$ cat src/logic/tpwm_pkg.sv
// Summary of operation
// - A channel's cycle starts when its high-side gate is switched off.
// - Channel two ends its pulse exactly half a cycle after channel one.
// - Low-side gate stays on at least one third cycle after high-side off.
// - High-side turn-on is armed only after that one-third interval.
// - Armed high-side turns on when ramp reaches adjusted error value.
// - Low-side gate drops just before high-side rises; never both on.
// - High-side stays on until the next cycle boundary ends the pulse.
// - Larger error word gives larger duty on both channels.
// - Comparator result drives the high-side output without inversion.
// - Each channel's current is sampled once per cycle during low-side conduction.
// - Both channel samples share one multiplexed sense path.
// - Correction equals channel current minus the average of both currents.
// - Above-average channel has its pulse width reduced by its correction.
// - Each sensed current goes to balance logic and to overcurrent output.
// - Duty per channel never exceeds 66 percent of the cycle.
// - Current sample is taken in the middle of the forced one-third low-side interval.
// - Enable low disables operation; enable high allows it.
package tpwm_pkg;
   localparam int          CNT_W     = 8;
   localparam int          CUR_W     = 8;
   localparam int          NCH       = 2;
   localparam logic [7:0]  PERIOD    = 8'd150;
   localparam logic [7:0]  HALF      = 8'd75;
   localparam logic [7:0]  THIRD     = 8'd50;
   localparam logic [7:0]  MID_LOW   = 8'd25;
   localparam logic [7:0]  DEAD      = 8'd1;
   localparam logic [7:0]  CNT_RST   = 8'h00;
   localparam logic [7:0]  CUR_RST   = 8'h00;
   typedef enum logic [1:0] {TPWM_FORCED, TPWM_ARMED, TPWM_DEAD, TPWM_HIGH} tpwm_ph_t;
endpackage

$ cat src/logic/tpwm_chan.sv
`timescale 1ns/10ps
// One channel: ramp, arming, dead time, pulse and sample strobe.
module tpwm_chan
   import tpwm_pkg::*;
(
   input  wire logic             clk,
   input  wire logic             arst_n,
   input  wire logic             en,
   input  wire logic             boundary,
   input  wire logic [CNT_W-1:0] thresh,
   output logic                  hs,
   output logic                  ls,
   output logic                  sample
);
   typedef struct packed {
      tpwm_ph_t         ph;
      logic [CNT_W-1:0] ramp;
      logic             hs;
      logic             ls;
      logic             sample;
   } tpwm_ch_st_t;

   tpwm_ch_st_t st_ff;
   tpwm_ch_st_t nxt_st;

   // Phase sequencer; the boundary wins over every phase (only enable low outranks it) so the pulse cannot outlive its cycle.
   always_comb begin
      nxt_st        = st_ff;
      nxt_st.sample = 1'b0;
      nxt_st.ramp   = st_ff.ramp + 8'd1;
      if (!en) begin
         nxt_st.ph   = TPWM_FORCED;
         nxt_st.ramp = CNT_RST;
         nxt_st.hs   = 1'b0;
         nxt_st.ls   = 1'b0;
      end else if (boundary) begin
         nxt_st.ph   = TPWM_FORCED;
         nxt_st.ramp = CNT_RST;
         nxt_st.hs   = 1'b0;
         nxt_st.ls   = 1'b1;
      end else begin
         case (st_ff.ph)
            TPWM_FORCED: begin
               nxt_st.ls = 1'b1;
               if (st_ff.ramp == MID_LOW) begin
                  nxt_st.sample = 1'b1;
               end
               if (st_ff.ramp == THIRD - 8'd1) begin
                  nxt_st.ph = TPWM_ARMED;
               end
            end
            TPWM_ARMED: begin
               // Ramp crossing the threshold ends freewheeling first.
               if (st_ff.ramp >= thresh) begin
                  nxt_st.ls = 1'b0;
                  nxt_st.ph = TPWM_DEAD;
               end
            end
            TPWM_DEAD: begin
               nxt_st.hs = 1'b1;
               nxt_st.ph = TPWM_HIGH;
            end
            TPWM_HIGH: begin
               nxt_st.hs = 1'b1;
            end
            default: begin
               nxt_st.ph = TPWM_FORCED;
            end
         endcase
      end
   end

   // State register.
   always_ff @(posedge clk or negedge arst_n) begin
      if (!arst_n) begin
         st_ff <= '{ph: TPWM_FORCED, ramp: CNT_RST, hs: 1'b0, ls: 1'b0, sample: 1'b0};
      end else begin
         st_ff <= nxt_st;
      end
   end

   assign hs     = st_ff.hs;
   assign ls     = st_ff.ls;
   assign sample = st_ff.sample;
endmodule // tpwm_chan

$ cat src/logic/tpwm_top.sv
`timescale 1ns/10ps
// Two-phase interleaved PWM core with shared-path current balance.
module tpwm_top
   import tpwm_pkg::*;
(
   input  wire logic                clk,
   input  wire logic                arst_n,
   input  wire logic                threshold_enable_input,
   input  wire logic [CNT_W-1:0]    error_word,
   input  wire logic [CUR_W-1:0]    shared_current_sense,
   output logic [NCH-1:0]           sense_select,
   output logic [NCH-1:0]           high_side_gate_drive,
   output logic [NCH-1:0]           low_side_gate_drive,
   output logic [CUR_W-1:0]         oc_current_0,
   output logic [CUR_W-1:0]         oc_current_1
);
   typedef struct packed {
      logic [CNT_W-1:0] clk_cnt;
      logic [CUR_W-1:0] cur0;
      logic [CUR_W-1:0] cur1;
      logic [NCH-1:0]   sel;
      logic [NCH-1:0]   hs;
      logic [NCH-1:0]   ls;
   } tpwm_top_st_t;

   tpwm_top_st_t st_ff;
   tpwm_top_st_t nxt_st;

   logic [NCH-1:0]   bnd;
   logic [NCH-1:0]   ch_hs;
   logic [NCH-1:0]   ch_ls;
   logic [NCH-1:0]   ch_smp;
   logic [CNT_W-1:0] thr [NCH];
   logic [CUR_W:0]   sum;
   logic [CUR_W-1:0] avg;

   // Master switching clock; channel two terminates half a cycle later.
   assign bnd[0] = (st_ff.clk_cnt == CNT_RST);
   assign bnd[1] = (st_ff.clk_cnt == HALF);

   // Average of the two sampled currents.
   assign sum = {1'b0, st_ff.cur0} + {1'b0, st_ff.cur1};
   assign avg = sum[CUR_W:1];

   // Threshold per channel: period minus error plus correction, clamped to 66 percent duty.
   // The mean is an argument, so a change on either leg re-evaluates both thresholds.
   function automatic logic [CNT_W-1:0] adj(input logic [CNT_W-1:0] e,
                                             input logic [CUR_W-1:0] c,
                                             input logic [CUR_W-1:0] m);
      logic signed [CNT_W+1:0] t;
      logic signed [CNT_W+1:0] lo;
      t  = $signed({2'b00, PERIOD}) - $signed({2'b00, e});
      t  = t + $signed({2'b00, c}) - $signed({2'b00, m});
      lo = $signed({2'b00, THIRD});
      if (t < lo) begin
         t = lo;
      end
      if (t > $signed({2'b00, PERIOD})) begin
         t = $signed({2'b00, PERIOD});
      end
      adj = t[CNT_W-1:0];
   endfunction

   assign thr[0] = adj(error_word, st_ff.cur0, avg);
   assign thr[1] = adj(error_word, st_ff.cur1, avg);

   genvar g;
   generate
      for (g = 0; g < NCH; g++) begin : g_ch
         tpwm_chan u_ch (
            .clk      (clk),
            .arst_n   (arst_n),
            .en       (threshold_enable_input),
            .boundary (bnd[g]),
            .thresh   (thr[g]),
            .hs       (ch_hs[g]),
            .ls       (ch_ls[g]),
            .sample   (ch_smp[g])
         );
      end
   endgenerate

   // Cycle counter, sense mux select and sample capture.
   always_comb begin
      nxt_st     = st_ff;
      nxt_st.hs  = ch_hs & ~ch_ls;
      nxt_st.ls  = ch_ls;
      nxt_st.sel = {1'b0, 1'b0};
      if (!threshold_enable_input) begin
         nxt_st.clk_cnt = CNT_RST;
         nxt_st.hs      = {1'b0, 1'b0};
         nxt_st.ls      = {1'b0, 1'b0};
      end else begin
         if (st_ff.clk_cnt == PERIOD - 8'd1) begin
            nxt_st.clk_cnt = CNT_RST;
         end else begin
            nxt_st.clk_cnt = st_ff.clk_cnt + 8'd1;
         end
         nxt_st.sel = ch_smp;
         // Sense input is read one cycle after the select settles.
         if (st_ff.sel[0]) begin
            nxt_st.cur0 = shared_current_sense;
         end
         if (st_ff.sel[1]) begin
            nxt_st.cur1 = shared_current_sense;
         end
      end
   end

   // State register.
   always_ff @(posedge clk or negedge arst_n) begin
      if (!arst_n) begin
         st_ff <= '{clk_cnt: CNT_RST, cur0: CUR_RST, cur1: CUR_RST,
                    sel: 2'b00, hs: 2'b00, ls: 2'b00};
      end else begin
         st_ff <= nxt_st;
      end
   end

   assign high_side_gate_drive = st_ff.hs;
   assign low_side_gate_drive  = st_ff.ls;
   assign sense_select         = st_ff.sel;
   assign oc_current_0         = st_ff.cur0;
   assign oc_current_1         = st_ff.cur1;
endmodule // tpwm_top

$ cat config.mk
export PLATFORM = sky130hd
export DESIGN_NAME = tpwm_top
export DESIGN_NICKNAME = d
export VERILOG_FILES = /design/src/logic/tpwm_pkg.sv /design/src/logic/tpwm_chan.sv /design/src/logic/tpwm_top.sv
export SDC_FILE = /design/constraint.sdc
export NUM_CORES = 1
export LEC_CHECK = 0
export BUFFER_PORTS_ARGS = -buffer_cell sky130_fd_sc_hd__buf_2
export CORE_ASPECT_RATIO = 0.7
export CORE_MARGIN = 2
export CORE_UTILIZATION = 57
export CTS_CLUSTER_DIAMETER = 100
export DETAILED_ROUTE_END_ITERATION = 12
export HOLD_SLACK_MARGIN = 0.05
export PLACE_DENSITY = 0.83
export SETUP_SLACK_MARGIN = 0.05
export SYNTH_ARGS = -nofsm -noshare
export SYNTH_HDL_FRONTEND = slang
export SYNTH_SLANG_ARGS = --single-unit
export TNS_END_PERCENT = 20
$ cat constraint.sdc
create_clock -name clk -period 8.3 [get_ports clk]
set_clock_uncertainty 0.2 [all_clocks]
set_input_delay 1.245 -clock clk [delete_from_list [all_inputs] [get_ports clk]]
set_output_delay 1.245 -clock clk [all_outputs]
set_load 0.01 [all_outputs]
==> results of run 1 <==
[cells by family after synthesis]
logic type | synth area share (%)
simple gates | 16.8
compound gates | 13.7
fa+ha+maj | 21.6
buf+inv | 7.49
flops | 28.5
xor+xnor | 7.85
mux | 4.08
[power groups by stage]
stage	registers, W	clock network, W	logic, W
finish	0.000283	0.000217	0.000316
global route	0.000284	0.000231	0.000356
CTS	0.000283	0.000221	0.000311
detailed placement	0.000288	0	0.000305
global placement	0.000288	0	0.000292
floorplan	0.000287	0	0.000239
[worst reg2reg max path: cells and delay by family, from the launching register on]
kind	cells	cell delay, ps
flip-flops	1	480
multiplexers	1	220
XOR/XNOR	3	670
AND/OR/NAND/NOR	8	1440
adder cells (fa/ha/maj)	5	1470
AO/OA/AOI/OAI	11	3190
[how the worst min path moves through the flow]
stage,cells after the start,endpoint
finish,1,high_side_gate_drive[0]$_DFF_PN0_
global route,1,sense_select[0]$_DFF_PN0_
CTS,1,high_side_gate_drive[0]$_DFF_PN0_
detailed placement,1,high_side_gate_drive[0]$_DFF_PN0_
global placement,1,sense_select[1]$_DFF_PN0_
floorplan,1,high_side_gate_drive[0]$_DFF_PN0_
[synth_stat cells (all sizes together), types with 3 or more instances]
cell / count
nor2b: 8
o211ai: 4
and3: 8
o21a: 3
and2: 9
a21o: 11
nand2: 21
o21bai: 3
nor3b: 4
nor3: 10
nor2: 47
xor2: 27
mux2: 16
clkbuf: 6
dfrtp: 56
ha: 64
inv: 46
or2: 3
o21ai: 19
a2111oi: 3
xnor2: 17
a22oi: 3
a21oi: 22
a2111o: 3
a221oi: 4
nand2b: 6
nand4: 6
nor4: 6
fa: 13
buf: 23
nand3: 17
[registers in the layout (all words and copies together), names as in the netlist, 8 cells and up]
| name | flops |
|---|---|
| oc_current_1 | 8 |
| st_ff | 8 |
| oc_current_0 | 8 |
| g_ch.u_ch.st_ff | 20 |
[layout make-up]
| class | instances | area share, % |
|---|---|---|
| sequential | 56 | 26.9 |
| multi-input combinational | 393 | 60.5 |
| inverter | 46 | 3.31 |
| timing repair buffer | 41 | 3.98 |
| clock inverter | 2 | 0.336 |
| tap | 105 | 2.52 |
| clock buffer | 6 | 2.47 |
[routing by layer]
layer	track usage [%]	part of all wire, %	up-vias
met2	38.2	46	125
met4	3.86	1.3	0
met3	4.06	6.2	19
met5	0	0	-
li1	-	-	1864
met1	34.2	46	1879
[per-stage QoR]
| step | total power [W] | setup slack [ps] | utilization [%] | cells | instance area (sq um) |
|---|---|---|---|---|---|
| floorplan | 0.000526 | 1290 | - | 524 | 4910 |
| global placement | 0.000581 | 816 | 60.1 | 641 | 5060 |
| detailed placement | 0.000594 | 535 | 60.1 | 641 | 5060 |
| CTS | 0.000815 | 435 | 61.9 | 649 | 5200 |
| global route | 0.000870 | 25.4 | 62.1 | 649 | 5220 |
| finish | 0.000816 | 506 | 62.1 | 649 | 5220 |
[placed cells by master (no fill, tap or decap), types with 3 or more instances in the layout]
cell,count
mux2_2,16
clkbuf_16,5
o21bai_1,3
xnor2_1,17
a221oi_1,4
nor4_1,6
xor2_1,25
nor2b_1,8
and3_1,8
o21a_1,3
buf_2,40
nor3_1,10
dfrtp_1,56
a21o_1,11
nand2_1,20
or2_2,3
nand3_1,17
inv_1,46
nand2b_1,6
o211ai_1,4
ha_1,64
nor2_1,47
o21ai_0,19
a22oi_1,3
nand4_1,6
fa_1,13
and2_1,9
a2111o_1,3
nor3b_1,3
a21oi_1,21
[what timing repair did]
| item | CTS | global route |
|---|---|---|
| endpoints found under the setup margin | 0 | 2 |
| setup buffers | 0 | 0 |
| gates resized for setup | 0 | 3 |
==> impl_metrics.json, run 1 <==
{
  "totalWireLength_um": 10900,
  "clkSinkCount": 56,
  "cts_buffer_depth": 2,
  "worst_hold_slack_ps": 264,
  "coreArea_sq_mm": 0.00841,
  "rr_worst_depth": 28,
  "synth_cells": 524,
  "gr-total-overflow": 0,
  "cp.arrival_ps": 7760,
  "hold_start": "g_ch[0].u_ch.ls$_DFFE_PN0P_",
  "ant_nets": 0,
  "p_leak_nw": 2.58,
  "ys_seq_area_share_pct": 28.5,
  "ys_warn_count": 0,
  "synth_top_area_share_pct": 28.5,
  "clkPwrFrac_pct": 26.5,
  "r2r_end": "g_ch[1].u_ch.st_ff[12]$_DFFE_PN0P_",
  "fin_crit_sh_pct": 93.9,
  "seq_power_share_pct": 34.7,
  "netlist_area_sq_mm": 0.00491,
  "cp_num_buf_inv": 0,
  "numCtsBuffers": 5,
  "cts_hold_buf": 0,
  "cts.clk_slew.worst_paths_ps": 80,
  "avgSynthCellArea_sq_um": 9.37,
  "globalplace.congestion": 0.994,
  "peakVddDrop_mv": 0.137,
  "reg2reg_slack_ps": 510,
  "dieArea_sq_mm": 0.00939,
  "die_y_um": 81.7,
  "cap_violations": 0,
  "cp_max_fo": 10,
  "drive_gt1_share_pct": 14.2,
  "power_switching_w": 0.000292,
  "cts-root-buf": "clkbuf_16",
  "io_pins": 41,
  "grt_pass1_vias": 3637,
  "finalHoldViolCount": 0,
  "grt_first_pass_wirelength_um": 17600,
  "fin_nets": 639,
  "ff_latch_area_sq_mm": 0.00140,
  "multi_input_area_sq_mm": 0.00316,
  "crit_required_ps": 8270,
  "grt_use_total_pct": 23.7,
  "synth_flop_cell": "dfrtp_1",
  "p_comb_share_pct": 38.8,
  "insertion_delay_ps": 290,
  "criticalPathCategory": "reg -> reg",
  "swShare_pct": 35.8,
  "relSlewSlack_pct": 51.1,
  "row_count": 28,
  "endpoint": "g_ch[1].u_ch.st_ff[12]$_DFFE_PN0P_",
  "num_antenna_cells": 0,
  "grt_max_degree": 57,
  "maxSlewViolCount": 0,
  "crit_path_start_kind": "flip-flop",
  "cp_slowest_cell": "a2111oi_1",
  "worst_path_largest_cell_delay_ps": 500,
  "fillCellCount": 695,
  "synthesis.nets": 620,
  "antenna_found_initial": 0,
  "synth_area_leaders": "dfrtp_1 29%, ha_1 16%, fa_1 5.3%, xor2_1 4.8%, mux2_2 3.7%",
  "area_growth_pct": 6.24,
  "async_reset_ff_share_pct": 100,
  "fmax_ghz": 0.128,
  "rr_startpoint": "oc_current_0[0]$_DFFE_PN0P_",
  "power_density_mw_per_mm2": 156,
  "drc": 0,
  "path_depth": 28,
  "rsz0062_at_grt": "false",
  "wl_per_cell_um": 16.8,
  "synth_cell_types": 59,
  "portBuffers": 40,
  "setup_viol": 0,
  "via_count": 3887,
  "viasPerCell": 5.99,
  "outcome": "completed",
  "path_common_cell": "ha_1",
  "tightestPinTransition_ps": 728,
  "cts_tree": "yes",
  "first_pass_iters": 5,
  "hpwl_um": 8380,
  "htreeDepth": 2,
  "critPathTopFamily": "compound AO/OA/AOI/OAI gates",
  "die_w_um": 115,
  "min_period_ps": 7790,
  "critPathLaunch": "oc_current_0[0]$_DFFE_PN0P_",
  "dr.first_iter.drc_count": 236,
  "start_util_pct": 58.4,
  "fin_setup_tns_ps": 0,
  "synth-seq-cells": 56,
  "synth.largest_area_cell": "dfrtp_1",
  "hold_path_class": "reg -> reg",
  "endpoint_kind": "flip-flop",
  "synth_edf_count": 0,
  "intPower_w": 0.000524
}
Power figures use the tool's default switching activity.
==> run 2: changes to the inputs <==
--- a/config.mk
+++ b/config.mk
@@ -13,6 +13,7 @@
 export DETAILED_ROUTE_END_ITERATION = 12
 export HOLD_SLACK_MARGIN = 0.05
 export PLACE_DENSITY = 0.83
+export RECOVER_POWER = 50
 export SETUP_SLACK_MARGIN = 0.05
 export SYNTH_ARGS = -nofsm -noshare
 export SYNTH_HDL_FRONTEND = slang
==> run 2 against run 1 <==
  * The run now ends with capacitance limit, slew limit left
  * Largest power group unchanged
  * Highest routed layer unchanged
  * Clock power about the same
  * Non-clock buffer count unchanged
  * Global-route usage unchanged
  * Critical endpoint unchanged
  * Power about the same
  * Flip-flop and latch count unchanged
==> impl_metrics.json, run 2 (synthesis results as in run 1) <==
{
  "globalplace.congestion": 0.994,
  "outcome": "finished with violations",
  "finalHoldViolCount": 0,
  "fin_area_sq_mm": 0.00521,
  "top_layer_used": "met4",
  "rsz0062_at_grt": "false",
  "area_growth_pct": 6.14,
  "num_antenna_cells": 0,
  "violations": "capacitance limit, slew limit",
  "row_count": 28,
  "wl_met1_um": 5030,
  "hpwl_um": 8380,
  "grt_use_total_pct": 23.7,
  "relSlewSlack_pct": -102,
  "cts_tree": "yes",
  "antenna_found_initial": 0,
  "fin_util_pct": 62.0,
  "cp_slowest_cell": "a2111oi_1",
  "first_pass_iters": 5,
  "dr.first_iter.drc_count": 234,
  "cts.repair.resized": 0,
  "wl_met3_um": 673,
  "portBuffers": 40,
  "cp.arrival_ps": 7760,
  "die_y_um": 81.7,
  "grt_first_pass_wirelength_um": 17600,
  "die_w_um": 115,
  "cts.clk_slew.worst_paths_ps": 80,
  "fin_setup_tns_ps": 0,
  "tightestPinTransition_ps": 3030,
  "postCtsSetupBuffers": 0,
  "crit_required_ps": 8270,
  "dpl_cell_area_sq_mm": 0.00506,
  "layout_common_cells": "64 x ha_1, 56 x dfrtp_1, 47 x nor2_1, 46 x inv_1, 39 x buf_2",
  "hold_path_class": "reg -> reg",
  "layout_setup_ws_ps": 505,
  "crit_path_start_kind": "flip-flop",
  "fin_crit_sh_pct": 93.9,
  "viasPerCell": 5.99,
  "cap_violations": 1,
  "p_leak_nw": 2.57,
  "cp_max_fo": 10,
  "clkSinkCount": 56,
  "grt_pass1_vias": 3637,
  "cts_buffer_depth": 2,
  "drive_gt1_share_pct": 13.8,
  "dieArea_sq_mm": 0.00939,
  "critPathLaunch": "oc_current_0[1]$_DFFE_PN0P_",
  "power_density_mw_per_mm2": 156,
  "endpoint_kind": "flip-flop",
  "via_count": 3890,
  "min_period_ps": 7790,
  "cts-root-buf": "clkbuf_16",
  "start_util_pct": 58.4,
  "cts_hold_buf": 0,
  "numCtsBuffers": 5,
  "route.met2.wl_um": 5030,
  "io_pins": 41,
  "peakVddDrop_mv": 0.136,
  "criticalPathCategory": "reg -> reg",
  "fillCellCount": 698,
  "power_w": 0.000816,
  "largest_register_ffs": 20,
  "final_common_cell": "ha_1",
  "regMostFlops": "g_ch.u_ch.st_ff",
  "setup_viol": 0,
  "rr_startpoint": "oc_current_0[1]$_DFFE_PN0P_",
  "fmax_ghz": 0.128,
  "gr-total-overflow": 0,
  "coreArea_sq_mm": 0.00841,
  "grt_max_degree": 57,
  "dp_slack_ps": 535,
  "ant_nets": 0,
  "hold_start": "g_ch[0].u_ch.ls$_DFFE_PN0P_",
  "insertion_delay_ps": 290,
  "drc": 0,
  "maxSlewViolCount": 57,
  "worst_path_largest_cell_delay_ps": 550,
  "fin_nets": 639,
  "htreeDepth": 2,
  "path_common_cell": "ha_1",
  "wl_per_cell_um": 16.7,
  "totalWireLength_um": 10900
}
run 2: cell count changes in the layout (fill, tap and decap cells not counted), sizes merged:
| cell | previous run | this run |
|---|---|---|
| buf | 41 | 39 |
| clkbuf | 6 | 8 |
run 2: critical path: cells and delay by family, from the launching register on:
kind | cells | cell delay [ps]
xor+xnor | 3 | 810
fa+ha+maj | 5 | 1690
flops | 1 | 500
compound gates | 10 | 3020
simple gates | 7 | 1220
mux | 1 | 220
run 2: cell type report:
cell class	instances	area, sq um	share of cell area, %
well taps	105	131	2.52
inverters	46	173	3.31
multi-input cells	393	3160	60.6
repair buffers	41	203	3.89
clock buffers	6	129	2.47
flip-flops and latches	56	1400	26.9
clock inverters	2	17.5	0.336
run 2: worst paths after layout:
| check | to | slack [ps] | cells past startpoint |
|---|---|---|---|
| min reg2reg | high_side_gate_drive[0]$_DFF_PN0_ | 270 | 1 |
| max reg2reg | g_ch[1].u_ch.st_ff[12]$_DFFE_PN0P_ | 510 | 26 |
| max in group asynchronous | oc_current_1[3]$_DFFE_PN0P_ | 4350 | 2 |
| max | g_ch[1].u_ch.st_ff[12]$_DFFE_PN0P_ | 510 | 26 |
| min | high_side_gate_drive[0]$_DFF_PN0_ | 270 | 1 |
| min in group asynchronous | st_ff[23]$_DFF_PN0_ | 1850 | 2 |
run 2: power by group:
part / switching [W] / total (W) / internal [W] / leakage [nW]
sequential: 0.00000636 / 0.000283 / 0.000277 / 0.770
clock: 0.000102 / 0.000216 / 0.000115 / 0.0719
combinational: 0.000184 / 0.000316 / 0.000132 / 1.73
total: 0.000292 / 0.000816 / 0.000524 / 2.57
run 2: through the flow:
| step | std cells | hold WS [ps] |
|---|---|---|
| after floorplan | 524 | 224 |
| after global placement | 641 | 244 |
| after detailed placement | 641 | 255 |
| after CTS | 649 | 266 |
| after global routing | 649 | 285 |
| final | 649 | 265 |
run 2: routing by layer:
metal	GRT usage (%)	vias up
met5	0	-
met4	3.86	0
met3	4.06	15
met2	38.2	123
met1	34.2	1888
li1	-	1864
